**src/hdl/rxfbg_pkg.sv**
```systemverilog
// Purpose: Shared constants and carriers for the receive frame buffer guard
// Assumes: 200 MHz device clock, 8-bit register port, 128-byte frame buffer
// Notes:   All offsets, reset values and cycle counts live here
package rxfbg_pkg;

	// ==========================================================
	// Register map
	localparam logic [5:0] TRX_CTRL1_ADDR   = 6'h04;
	localparam logic [5:0] START_DELIM_ADDR = 6'h0B;
	localparam logic [5:0] TRX_CTRL2_ADDR   = 6'h0C;
	localparam logic [7:0] TRX_CTRL1_RST    = 8'h20;
	localparam logic [7:0] TRX_CTRL2_RST    = 8'h20;
	localparam logic [7:0] START_DELIM_RST  = 8'hA7;
	localparam int         EMPTY_EN_BIT     = 4;
	localparam int         SAFE_MODE_BIT    = 7;

	// ==========================================================
	// Timing
	localparam int CLK_PERIOD_NS   = 5;
	localparam int EMPTY_DELAY_NS  = 750;
	localparam int EMPTY_DLY_CYC   =
		(EMPTY_DELAY_NS + CLK_PERIOD_NS - 1) / CLK_PERIOD_NS;
	localparam logic [7:0] EMPTY_DLY_LAST = 8'(EMPTY_DLY_CYC - 1);

	// ==========================================================
	// Delimiter symbol layout
	localparam logic [2:0] BPSK_SYMS  = 3'h7; // Eight symbols, count-1
	localparam logic [2:0] OQPSK_SYMS = 3'h1; // Two symbols, count-1

	// ==========================================================
	// Carriers
	typedef struct packed {
		logic [6:0] addr;
		logic [7:0] data;
		logic       delim; // Byte is the delimiter itself
	} rxfbg_fb_wr_s;

	typedef struct packed {
		logic       sel_n;
		logic       sclk;
		logic       mosi;
	} rxfbg_spi_s;

	typedef enum logic [1:0] {
		EMPTY_IDLE,
		EMPTY_WAIT,
		EMPTY_SHOW
	} rxfbg_empty_e;

endpackage

```
**src/hdl/rxfbg_guard.sv**
```systemverilog
// Purpose: Frame buffer empty indicator, dynamic protection and delimiter
// Assumes: SPI pins arrive raw; radio and register port run on clk_i
// Notes:   Frame buffer read opcode match is a parameter
// Functional notes
// - Control register 0x04 bit 4 enables empty indication, reset off.
// - During frame buffer read, pin high while next byte unavailable.
// - No interrupt signalling on the pin while it shows empty status.
// - In receive states each new frame overwrites the previous one.
// - Active protection blocks radio writes until chip select rises.
// - Basic mode protects a frame only when its checksum is valid.
// - Extended mode protects a frame when transaction-end event fires.
// - Protection needs 0x0C bit 7 and a receive state; bit resets off.
// - Host writes over SPI still reach the buffer under protection.
// - Protection clears on read-ending chip select rise or leaving RX.
// - Delimiter is one octet: eight BPSK or two O-QPSK symbols.
// - Delimiter octet aligns bytes and is never stored in buffer.
// - Transmit delimiter least significant bit first after preamble.
// - Delimiter register at 0x0B, reset 0xA7, any value accepted.
// - Receive-start only on delimiter match and valid header.
// - Empty indication takes effect 750 ns after command byte.
// - After chip select rises, pending interrupts show immediately.
// - Receive error during read locks the indication high.
`timescale 1ns/10ps
module rxfbg_guard
	import rxfbg_pkg::*;
#(
	parameter logic [7:0] FB_RD_MASK = 8'hE0,
	parameter logic [7:0] FB_RD_CODE = 8'h20
) (
	input  wire logic         clk_i,
	input  wire logic         rst_n_i,
	input  wire rxfbg_spi_s   spi_i,
	input  wire logic         reg_wr_i,
	input  wire logic         reg_rd_i,
	input  wire logic [5:0]   reg_addr_i,
	input  wire logic [7:0]   reg_wdata_i,
	output logic      [7:0]   reg_rdata_o,
	input  wire logic         rx_on_i,
	input  wire logic         rx_auto_ack_state_i,
	input  wire logic         frame_done_i,
	input  wire logic         fcs_ok_i,
	input  wire logic         txn_end_event_i,
	input  wire logic         rx_error_i,
	input  wire logic         fb_avail_i,
	input  wire logic         irq_pending_i,
	output logic              irq_o,
	input  wire logic         air_wr_i,
	input  wire rxfbg_fb_wr_s air_wr_data_i,
	input  wire logic         host_wr_i,
	input  wire rxfbg_fb_wr_s host_wr_data_i,
	output logic              fb_we_o,
	output rxfbg_fb_wr_s      fb_wr_o,
	output logic              protect_o,
	input  wire logic         sfd_rx_i,
	input  wire logic [7:0]   sfd_rx_byte_i,
	input  wire logic         phr_valid_i,
	output logic              rx_start_o,
	input  wire logic         bpsk_i,
	input  wire logic         tx_start_i,
	input  wire logic         tx_sym_tick_i,
	output logic      [3:0]   tx_sym_o,
	output logic              tx_busy_o
);

	// ==========================================================
	// Registers
	logic [7:0]   transceiver_control_1;
	logic [7:0]   transceiver_control_2;
	logic [7:0]   start_delimiter_value;
	rxfbg_spi_s   sync1, sync2, sync3, spi_f, spi_p;
	logic [7:0]   cmd_sh;
	logic [2:0]   cmd_cnt;
	logic         cmd_done;
	logic         fb_cmd;
	rxfbg_empty_e empty_st;
	logic [7:0]   dly_cnt;
	logic         err_lock;
	logic         in_rx_p;
	logic         sfd_ok;
	logic [7:0]   tx_sh;
	logic [2:0]   tx_left;

	wire fb_en    = transceiver_control_1[EMPTY_EN_BIT];
	wire safe_en  = transceiver_control_2[SAFE_MODE_BIT];
	wire in_rx    = rx_on_i | rx_auto_ack_state_i;
	wire sel_rise = spi_f.sel_n & ~spi_p.sel_n;
	wire sel_fall = ~spi_f.sel_n & spi_p.sel_n;
	wire clk_rise = spi_f.sclk & ~spi_p.sclk & ~spi_f.sel_n;
	wire fb_end   = sel_rise & (empty_st != EMPTY_IDLE);
	wire prot_set = safe_en &
		((rx_on_i & frame_done_i & fcs_ok_i) |
		 (rx_auto_ack_state_i & txn_end_event_i));

	// Register writes; the addressed register takes the whole byte, others keep their value
	always_ff @(posedge clk_i or negedge rst_n_i) begin
		if (!rst_n_i) begin
			transceiver_control_1 <= TRX_CTRL1_RST;
			transceiver_control_2 <= TRX_CTRL2_RST;
			start_delimiter_value <= START_DELIM_RST;
		end else if (reg_wr_i) begin
			unique case (reg_addr_i)
				TRX_CTRL1_ADDR:   transceiver_control_1 <= reg_wdata_i;
				TRX_CTRL2_ADDR:   transceiver_control_2 <= reg_wdata_i;
				START_DELIM_ADDR: start_delimiter_value <= reg_wdata_i;
				default:          ;
			endcase
		end
	end

	// Read data held until the next read; unmapped reads give zero
	always_ff @(posedge clk_i or negedge rst_n_i) begin
		if (!rst_n_i) begin
			reg_rdata_o <= 8'h00;
		end else if (reg_rd_i) begin
			unique case (reg_addr_i)
				TRX_CTRL1_ADDR:   reg_rdata_o <= transceiver_control_1;
				TRX_CTRL2_ADDR:   reg_rdata_o <= transceiver_control_2;
				START_DELIM_ADDR: reg_rdata_o <= start_delimiter_value;
				default:          reg_rdata_o <= 8'h00;
			endcase
		end
	end

	// ==========================================================
	// SPI pin sampling: three stages, change taken once 2nd and 3rd agree
	always_ff @(posedge clk_i or negedge rst_n_i) begin
		if (!rst_n_i) begin
			sync1 <= 3'b100;
			sync2 <= 3'b100;
			sync3 <= 3'b100;
			spi_f <= 3'b100;
			spi_p <= 3'b100;
		end else begin
			sync1 <= spi_i;
			sync2 <= sync1;
			sync3 <= sync2;
			spi_f <= (sync2 ~^ sync3) & sync3 | (sync2 ^ sync3) & spi_f;
			spi_p <= spi_f;
		end
	end

	// Command byte capture, MSB first on SCLK rising edges
	always_ff @(posedge clk_i or negedge rst_n_i) begin
		if (!rst_n_i) begin
			cmd_sh   <= 8'h00;
			cmd_cnt  <= 3'h0;
			cmd_done <= 1'b0;
			fb_cmd   <= 1'b0;
		end else begin
			fb_cmd <= 1'b0;
			if (sel_fall) begin
				cmd_cnt  <= 3'h0;
				cmd_done <= 1'b0;
			end else if (clk_rise && !cmd_done) begin
				cmd_sh  <= {cmd_sh[6:0], spi_f.mosi};
				cmd_cnt <= cmd_cnt + 3'h1;
				if (cmd_cnt == 3'h7) begin
					cmd_done <= 1'b1;
					fb_cmd   <= (({cmd_sh[6:0], spi_f.mosi} & FB_RD_MASK)
						== FB_RD_CODE);
				end
			end
		end
	end

	// ==========================================================
	// Empty indicator session; delay counted from the last command edge
	always_ff @(posedge clk_i or negedge rst_n_i) begin
		if (!rst_n_i) begin
			empty_st <= EMPTY_IDLE;
			dly_cnt  <= 8'h00;
		end else if (sel_rise) begin
			empty_st <= EMPTY_IDLE;
		end else begin
			unique case (empty_st)
				EMPTY_IDLE: if (fb_cmd) begin
					empty_st <= EMPTY_WAIT;
					dly_cnt  <= 8'h00;
				end
				EMPTY_WAIT: begin
					dly_cnt <= dly_cnt + 8'h01;
					if (dly_cnt == EMPTY_DLY_LAST)
						empty_st <= EMPTY_SHOW;
				end
				EMPTY_SHOW: ;
			endcase
		end
	end

	// Error lock: a stuck-high pin lets the host time out and abort
	// Idle also clears, so a lock caught on the final edge cannot leak
	always_ff @(posedge clk_i or negedge rst_n_i) begin
		if (!rst_n_i)
			err_lock <= 1'b0;
		else if (rx_error_i && empty_st != EMPTY_IDLE)
			err_lock <= 1'b1;
		else if (sel_rise || empty_st == EMPTY_IDLE)
			err_lock <= 1'b0;
	end

	// Pin mux; interrupts muted for the whole read once enabled
	always_ff @(posedge clk_i or negedge rst_n_i) begin
		if (!rst_n_i)
			irq_o <= 1'b0;
		else if (fb_en && empty_st == EMPTY_SHOW)
			irq_o <= err_lock | ~fb_avail_i;
		else if (fb_en && empty_st == EMPTY_WAIT)
			irq_o <= 1'b0;
		else
			irq_o <= irq_pending_i;
	end

	// ==========================================================
	// Dynamic protection; a new set outranks a same-cycle clear
	always_ff @(posedge clk_i or negedge rst_n_i) begin
		if (!rst_n_i) begin
			protect_o <= 1'b0;
			in_rx_p   <= 1'b0;
		end else begin
			in_rx_p <= in_rx;
			if (prot_set && in_rx)
				protect_o <= 1'b1;
			else if (fb_end || (in_rx_p && !in_rx) || !safe_en)
				protect_o <= 1'b0;
		end
	end

	// Buffer write port; host wins a collision, radio bytes then drop
	always_ff @(posedge clk_i or negedge rst_n_i) begin
		if (!rst_n_i) begin
			fb_we_o <= 1'b0;
			fb_wr_o <= '0;
		end else if (host_wr_i) begin
			fb_we_o <= 1'b1;
			fb_wr_o <= host_wr_data_i;
		end else begin
			fb_we_o <= air_wr_i && !protect_o
				&& !air_wr_data_i.delim;
			fb_wr_o <= air_wr_data_i;
		end
	end

	// ==========================================================
	// Receive start: delimiter match remembered until the header check
	always_ff @(posedge clk_i or negedge rst_n_i) begin
		if (!rst_n_i) begin
			sfd_ok     <= 1'b0;
			rx_start_o <= 1'b0;
		end else begin
			rx_start_o <= phr_valid_i & sfd_ok;
			if (sfd_rx_i)
				sfd_ok <= (sfd_rx_byte_i == start_delimiter_value);
			else if (phr_valid_i)
				sfd_ok <= 1'b0;
		end
	end

	// Transmit delimiter; first symbol presented with the start pulse
	always_ff @(posedge clk_i or negedge rst_n_i) begin
		if (!rst_n_i) begin
			tx_sh     <= 8'h00;
			tx_left   <= 3'h0;
			tx_busy_o <= 1'b0;
			tx_sym_o  <= 4'h0;
		end else if (tx_start_i) begin
			tx_busy_o <= 1'b1;
			tx_left   <= bpsk_i ? BPSK_SYMS : OQPSK_SYMS;
			tx_sym_o  <= bpsk_i ? {3'h0, start_delimiter_value[0]}
				: start_delimiter_value[3:0];
			tx_sh     <= bpsk_i ? {1'b0, start_delimiter_value[7:1]}
				: {4'h0, start_delimiter_value[7:4]};
		end else if (tx_busy_o && tx_sym_tick_i) begin
			if (tx_left == 3'h0) begin
				tx_busy_o <= 1'b0;
			end else begin
				tx_left  <= tx_left - 3'h1;
				tx_sym_o <= bpsk_i ? {3'h0, tx_sh[0]} : tx_sh[3:0];
				tx_sh    <= bpsk_i ? {1'b0, tx_sh[7:1]} : {4'h0, tx_sh[7:4]};
			end
		end
	end
endmodule

```
**config.mk**
```make
export PLATFORM = sky130hd
export DESIGN_NAME = rxfbg_guard
export DESIGN_NICKNAME = d
export VERILOG_FILES = /design/src/hdl/rxfbg_pkg.sv /design/src/hdl/rxfbg_guard.sv
export SDC_FILE = /design/constraint.sdc
export NUM_CORES = 1
export LEC_CHECK = 0
export BUFFER_PORTS_ARGS = -buffer_cell sky130_fd_sc_hd__buf_2
export CORE_MARGIN = 1.5
export CORE_UTILIZATION = 57
export DETAILED_ROUTE_END_ITERATION = 8
export PLACE_DENSITY = 0.93
export SETUP_SLACK_MARGIN = 0.15
export SLEW_MARGIN = 20
export SYNTH_ARGS = -nofsm -noshare
export SYNTH_HDL_FRONTEND = slang
export SYNTH_SLANG_ARGS = --single-unit
```
**constraint.sdc**
```tcl
create_clock -name clk_i -period 2.8 [get_ports clk_i]
set_clock_uncertainty 0.1 [all_clocks]
set_input_delay 0.14 -clock clk_i [delete_from_list [all_inputs] [get_ports clk_i]]
set_output_delay 0.14 -clock clk_i [all_outputs]
set_load 0.05 [all_outputs]
```
==> metrics.txt, run 1 <==
Resized cells post-CTS=0; Logic pwr share=0.167; status=completed; slew margin rel.=0.537; worst vdd ir=0.000417 V; element type at the critical path start=flip-flop; Pre-antenna DRT Iters=5; power share of the clock group=0.332; power per cell area=slightly above 600 nW/um2; cell area after synthesis=roughly 4600 um2; post-synthesis cell count=362; CTS Sinks=between 100 and 150; Crit Path Max Fanout=10; synth-to-layout area growth=30.8%; vias in the first global route=3740; Int Power=0.00266 W; CTS max path bufs=2; Hold Crit Class=input port to flip-flop; Avg Cell Area, Syn=12.6 um2; IO buf count=around 110; wire per inst=around 19 um; Synth top cells by count=dfrtp_1 (94), mux2_2 (58), nand2_1 (26); largest net degree at the start of global routing=59; pin slew with the least headroom to its limit=approximately 0.69 ns; hpwl dp=between 7000 and 8000 um; CTS Root Cell=clkbuf_8; GRT Util Overall=0.291; number of distinct library cells after synthesis=49; setup tns final=0 ns; FMAX=0.532 GHz; Die Width=between 90 and 100 um; via count=approximately 3600; clock period minus worst slack=~1.9 ns; Final nets=606; post-placement setup slack=1.05 ns; critical path type=flip-flop to flip-flop; Crit. End Element=flip-flop; Worst Path Required=between 2 and 3 ns; Syn. warnings=0; residual DRC count=0; Tcrit/Tclk final=0.671; cell with the most instances after synthesis=dfrtp_1; TritonCTS Buffers=9; Clock Latency Late Sink=roughly 0.37 ns; Seq/Total Area, Yosys=0.583; Seq pwr share=0.501; switch share=0.265; placer congestion estimate=roughly 0.90; first-pass GRT wire length=about 19000 um; total wire length=between 10000 and 15000 um; post-synth top area cell=dfrtp_1; slowest CP cell=dfstp_2; worst setup margin=~0.92 ns; #FFs+latches synth=approximately 110; layout cells sized above 1=0.387; top cell type's share of synthesized area=0.515; Buf+Inv Stages, Crit Path=0; Pleak=2.82 nW; clock-pin slew on the worst setup and hold paths=approximately 0.10 ns; IO Pins=between 100 and 150; Post-Syn Nets=roughly 450; Die ar.=8570 um2; diode count=0; P_sw=0.000960 W; CORE AREA=between 7000 and 8000 um2; WP data arrival=between 2 and 2.5 ns; CP top delay family=simple AND/OR/NAND/NOR gates; CP Cell Sequence=nor2b_1, nor4b_2, xnor2_1, nor2_1; Iteration-0 DRC Markers=198; max_cap viols=0; GR Overflow Total=0; std cell rows=32; final setup fails=0; htree depth=3; CP peak stage delay=between 0.5 and 0.6 ns; Starting Density=0.592; Final Hold Vio Count=0; Vias/cell=~5.8; RSZ-0062 raised after global routing=false; EDFF count, synth=0; Die H=between 90 and 100 um; initial antenna violation count=0; synth top area cells=dfrtp_1 (51%), mux2_2 (14%), dfstp_2 (6.9%); CTS tree=built; top_reg_cell synth=dfrtp_1; async set-reset flop share out of synthesis=1.00; Max Slew Vio Count=0; Final ANT Viol Nets=0
[kinds of logic (layout without fill, tap and decap cells)]
group,Yosys count,count (layout),share of synthesized area
flip-flops,106,106,0.583
AND/OR/NAND/NOR,79,79,0.0974
XOR/XNOR,13,13,0.0249
AO/OA/AOI/OAI,65,65,0.0931
adder cells (fa/ha/maj),9,9,0.0246
multiplexers,62,62,0.152
buffers and inverters,28,191,0.0249
[cells in the final DEF (no fill, tap or decap), drive strengths merged, types with 3 or more instances in the layout]
cell	n
a21o	4
a21oi	7
a22o	4
a22oi	8
buf	110
bufinv	4
clkbuf	10
dfrtp	94
dfstp	12
dlygate4sd3	51
ha	9
inv	15
mux2	58
mux2i	4
nand2	26
nand2b	5
nand3	7
nor2	16
nor3	4
nor3b	3
nor4	4
o21ai	21
o22ai	8
o31ai	5
xnor2	9
xor2	4
[what timing repair did]
action                                  4_1_cts  5_1_grt
buffers inserted                              0        0
hold endpoints to repair                    101        0
endpoints found under the setup margin        0        0
hold buffers                                 51        0
[registers in the layout, summed over array words and instances, names as in the netlist, 4 cells and up]
register and count:
fb_wr_o 16, dly_cnt 8, reg_rdata_o 8, start_delimiter_value 8, transceiver_control_1 8, transceiver_control_2 8
cmd_sh 7, tx_sh 7, tx_sym_o 4
[through the flow]
step	total power, W	instances	hold WS, ns	instance area, um2	utilization
after floorplan	0.00215	362	-0.256	4570	-
after detailed placement	0.00236	561	0.0952	5210	0.675
final	0.00362	627	0.0252	5980	0.774
after global routing	0.00375	627	0.0349	5980	0.774
after CTS	0.00360	627	0.0209	5980	0.774
after global placement	0.00232	561	0.0938	5210	0.675
[worst paths after layout]
kind / from / endpoint / slack, ns / cells past startpoint
max in group asynchronous: rst_n_i / spi_p[2] / 1.60 / 3
min reg2reg: sync1[0] / sync2[0] / 0.26 / 0
min in group asynchronous: rst_n_i / tx_sym_o[1] / 0.22 / 2
min: sfd_rx_i / sfd_ok / 0.03 / 3
max reg2reg: spi_f[2] / dly_cnt[4] / 0.92 / 4
max: spi_f[2] / dly_cnt[4] / 0.92 / 4
[metal layers]
layer,up-vias,track usage,wire length [um]
li1,1605,-,-
met2,170,0.508,6250
met1,1794,0.347,4380
met3,46,0.0501,715
met4,0,0.147,515
met5,-,0,0
[power by group through the flow]
stage               clock [W]  sequential, W  combinational, W
floorplan                   0        0.00189          0.000254
global placement            0        0.00182          0.000497
detailed placement          0        0.00183          0.000527
CTS                   0.00120        0.00181          0.000595
global route          0.00127        0.00183          0.000650
finish                0.00120        0.00181          0.000605
[cell type report]
class                           instances  area [um2]
Clock buffer                           10         128
Clock inverter                          5         128
Fill cell                             441        1750
Inverter                               15        56.3
Multi-Input combinational cell        228        1790
Sequential cell                       106        2670
Tap cell                              102         128
Timing Repair Buffer                  161        1080
[worst reg2reg max path, cell delays in order, from the launching register on]
cell and delay, ns:
dfstp_2 0.58, nor2b_1 0.58, nor4b_2 0.15, xnor2_1 0.17, nor2_1 0.20
Power figures use the tool's default switching activity.
==> run 2, diff against run 1 <==
--- a/config.mk
+++ b/config.mk
@@ -7,9 +7,9 @@
 export LEC_CHECK = 0
 export BUFFER_PORTS_ARGS = -buffer_cell sky130_fd_sc_hd__buf_2
 export CORE_MARGIN = 1.5
-export CORE_UTILIZATION = 57
+export CORE_UTILIZATION = 48
 export DETAILED_ROUTE_END_ITERATION = 8
-export PLACE_DENSITY = 0.93
+export PLACE_DENSITY = 0.85
 export SETUP_SLACK_MARGIN = 0.15
 export SLEW_MARGIN = 20
 export SYNTH_ARGS = -nofsm -noshare
==> constraint.sdc (replaced) <==
create_clock -name clk_i -period 1.55 [get_ports clk_i]
set_clock_uncertainty 0.1 [all_clocks]
set_input_delay 0.0775 -clock clk_i [delete_from_list [all_inputs] [get_ports clk_i]]
set_output_delay 0.0775 -clock clk_i [all_outputs]
set_load 0.05 [all_outputs]
==> run 2 against run 1 <==
The flow now finishes with violations (setup timing). Register-to-register slack worse by 0.94 ns. First-iteration DRC count is 43% lower. Sequential power is 81% higher. Setup slack worse by 0.94 ns. Die area is 18% higher. Sequential share of layout area is 5.2 points lower. Via count is 3.1% higher. Highest routed layer unchanged. Routed wire length is 3.1% higher. Clock power is 63% higher.
==> metrics.txt, run 2 (same netlist as run 1, synthesis figures left out) <==
CTS Root Cell=clkbuf_8 (unchanged); Crit path depth=7 (was 4); placer congestion estimate=0.887 (was 0.899); max reg flops=16 (unchanged); GR Overflow Total=0 (unchanged); CP Launch Point=tx_left[1] (was spi_f[2]); IO Pins=109 (unchanged); synth-to-layout area growth=48.1% (was 30.8%); CTS max path bufs=2 (unchanged); Final ANT Viol Nets=0 (unchanged); critical path type=flip-flop to flip-flop (unchanged); initial antenna violation count=0 (unchanged); CP endpoint=tx_sh[2] (was dly_cnt[4]); vias in the first global route=3838 (was 3740); CTS Sinks=106 (unchanged); Starting Density=0.495 (was 0.592); worst vdd ir=0.000614 V (was 0.000417 V); # fillers=588 (was 441); Clock Latency Late Sink=0.36 ns (was 0.37 ns); CP Cell Sequence=inv_2, ha_4, nand2b_4, a31oi_4, clkbuf_16, nand2_2, o21ai_1 (was nor2b_1, nor4b_2, xnor2_1, nor2_1); Crit Reg-Reg Endpoint=tx_sh[2] (was dly_cnt[4]); residual DRC count=0 (unchanged); layout cells sized above 1=0.496 (was 0.387); largest net degree at the start of global routing=57 (was 59); CTS tree=built (unchanged); Tcrit/Tclk final=1.01 (was 0.671); Hold Path Depth=3 (unchanged); max_cap viols=0 (unchanged); diode count=0 (unchanged); commonest non-fill, non-tap cells in the layout=buf_2 (107), dfrtp_1 (91), dlygate4sd3_1 (58) (was buf_2 (107), dfrtp_1 (94), mux2_2 (58)); CP peak stage delay=0.41 ns (was 0.58 ns); std cell rows=35 (was 32); IO buf count=108 (unchanged); pin slew with the least headroom to its limit=0.433 ns (was 0.693 ns); Crit. End Element=flip-flop (unchanged); setup tns final=-0.0225 ns (was 0 ns); htree depth=3 (unchanged); clock period minus worst slack=1.57 ns (was 1.88 ns); Die H=101 um (was 92.6 um); TritonCTS Buffers=9 (unchanged); slowest CP cell=dfrtp_1 (was dfstp_2); R2R depth=7 (was 4); Crit Path Max Fanout=6 (was 10); Final nets=653 (was 606); status=finished with violations (was completed); worst setup margin=-0.0171 ns (was 0.922 ns); Final Hold Vio Count=0 (unchanged); final core occ=0.733 (was 0.774); RSZ-0062 raised after global routing=true (was false); Buf+Inv Stages, Crit Path=2 (was 0); hpwl dp=6870 um (was 7030 um); worst r2r src=tx_left[1] (was spi_f[2]); Max Slew Vio Count=0 (unchanged); element type at the critical path start=flip-flop (unchanged); WP data arrival=1.75 ns (was 2.05 ns); Worst Path Required=1.74 ns (was 2.97 ns); Iteration-0 DRC Markers=112 (was 198); GRT Util Overall=0.235 (was 0.291); power per cell area=988 nW/um2 (was 605 nW/um2); final setup fails=2 (was 0); most common cell after layout, fill and taps aside=buf_2 (unchanged); R2R setup slack=-0.02 ns (was 0.92 ns); Hold Crit Class=input port to flip-flop (unchanged); via count=3727 (was 3615); Die ar.=10100 um2 (was 8570 um2); failing checks=setup timing; wire per inst=17.4 um (was 18.9 um); FMAX=0.638 GHz (was 0.532 GHz); Vias/cell=5.31 (was 5.77); CP top delay family=flip-flops (was simple AND/OR/NAND/NOR gates); Die Width=101 um (was 92.6 um); slew margin rel.=0.711 (was 0.537); Biggest register=fb_wr_o (unchanged); Pleak=3.19 nW (was 2.82 nW); Pre-antenna DRT Iters=5 (unchanged); clock-pin slew on the worst setup and hold paths=0.09 ns (was 0.10 ns); first-pass GRT wire length=18200 um (was 18800 um); CORE AREA=9240 um2 (was 7730 um2); total wire length=12200 um (was 11900 um)
run 2: cell types whose count changed in the layout (fill, tap and decap cells not counted), moves of 7 or more:
| cell | before | now |
|---|---|---|
| dlygate4sd3_1 | 51 | 58 |
| mux2_2 | 58 | 51 |
| buf_6 | 0 | 8 |
| o21ai_0 | 21 | 10 |
| buf_4 | 2 | 30 |
| mux2_4 | 0 | 7 |
| nand2_1 | 26 | 19 |
run 2: layer usage:
metal	GRT usage	share of wire	up-vias
met5	0	0	-
met4	0.0856	0.022	0
met3	0.0534	0.043	30
met2	0.424	0.54	134
met1	0.273	0.39	1862
li1	-	-	1701
run 2: final cells by class:
cell class                 count  area, um2  share of cell area
sequential                   106       2670               0.394
multi-input combinational    228       2120               0.313
timing repair buffer         208       1530               0.226
tap                          129        161              0.0238
clock buffer                  13        139              0.0205
clock inverter                 3       90.1              0.0133
inverter                      15       56.3             0.00831
run 2: through the flow:
step | instances | setup WS, ns | instance area, um2 | hold WS [ns] | total power, W
final | 702 | -0.0171 | 6770 | 0.00962 | 0.00669
after CTS | 690 | 0.106 | 6430 | 0.00603 | 0.00647
after floorplan | 362 | 0.108 | 4630 | -0.318 | 0.00390
after global routing | 702 | -0.0582 | 6770 | 0.0181 | 0.00697
after detailed placement | 601 | -0.0589 | 5400 | -0.116 | 0.00429
after global placement | 601 | 0.0276 | 5400 | -0.118 | 0.00423
run 2: worst register-to-register path: stages (launching register included):
cell       delay [ns]
dfrtp_1          0.41
inv_2            0.10
ha_4             0.16
nand2b_4         0.06
a31oi_4          0.30
clkbuf_16        0.23
nand2_2          0.05
o21ai_1          0.09
run 2: how the worst min path moves through the flow:
stage / end / startpoint
after global routing: protect_o / frame_done_i
after floorplan: cmd_cnt[0] / rst_n_i
final: protect_o / frame_done_i
after CTS: protect_o / frame_done_i
after detailed placement: spi_f[0] / rst_n_i
after global placement: spi_f[0] / rst_n_i
run 2: what timing repair did:
| item | 4_1_cts | 5_1_grt |
|---|---|---|
| pin swaps | 9 | 20 |
| resized for setup | 26 | 60 |
| hold buffers | 59 | 2 |
| cloned | 1 | 2 |
| hold endpoints to repair | 160 | 2 |
| setup endpoints to repair | 29 | 39 |
| setup buffers | 13 | 10 |
run 2: power by group:
group | internal [W] | switching, W
logic | 0.000755 | 0.000708
clock network | 0.00108 | 0.000880
registers | 0.00307 | 0.000206
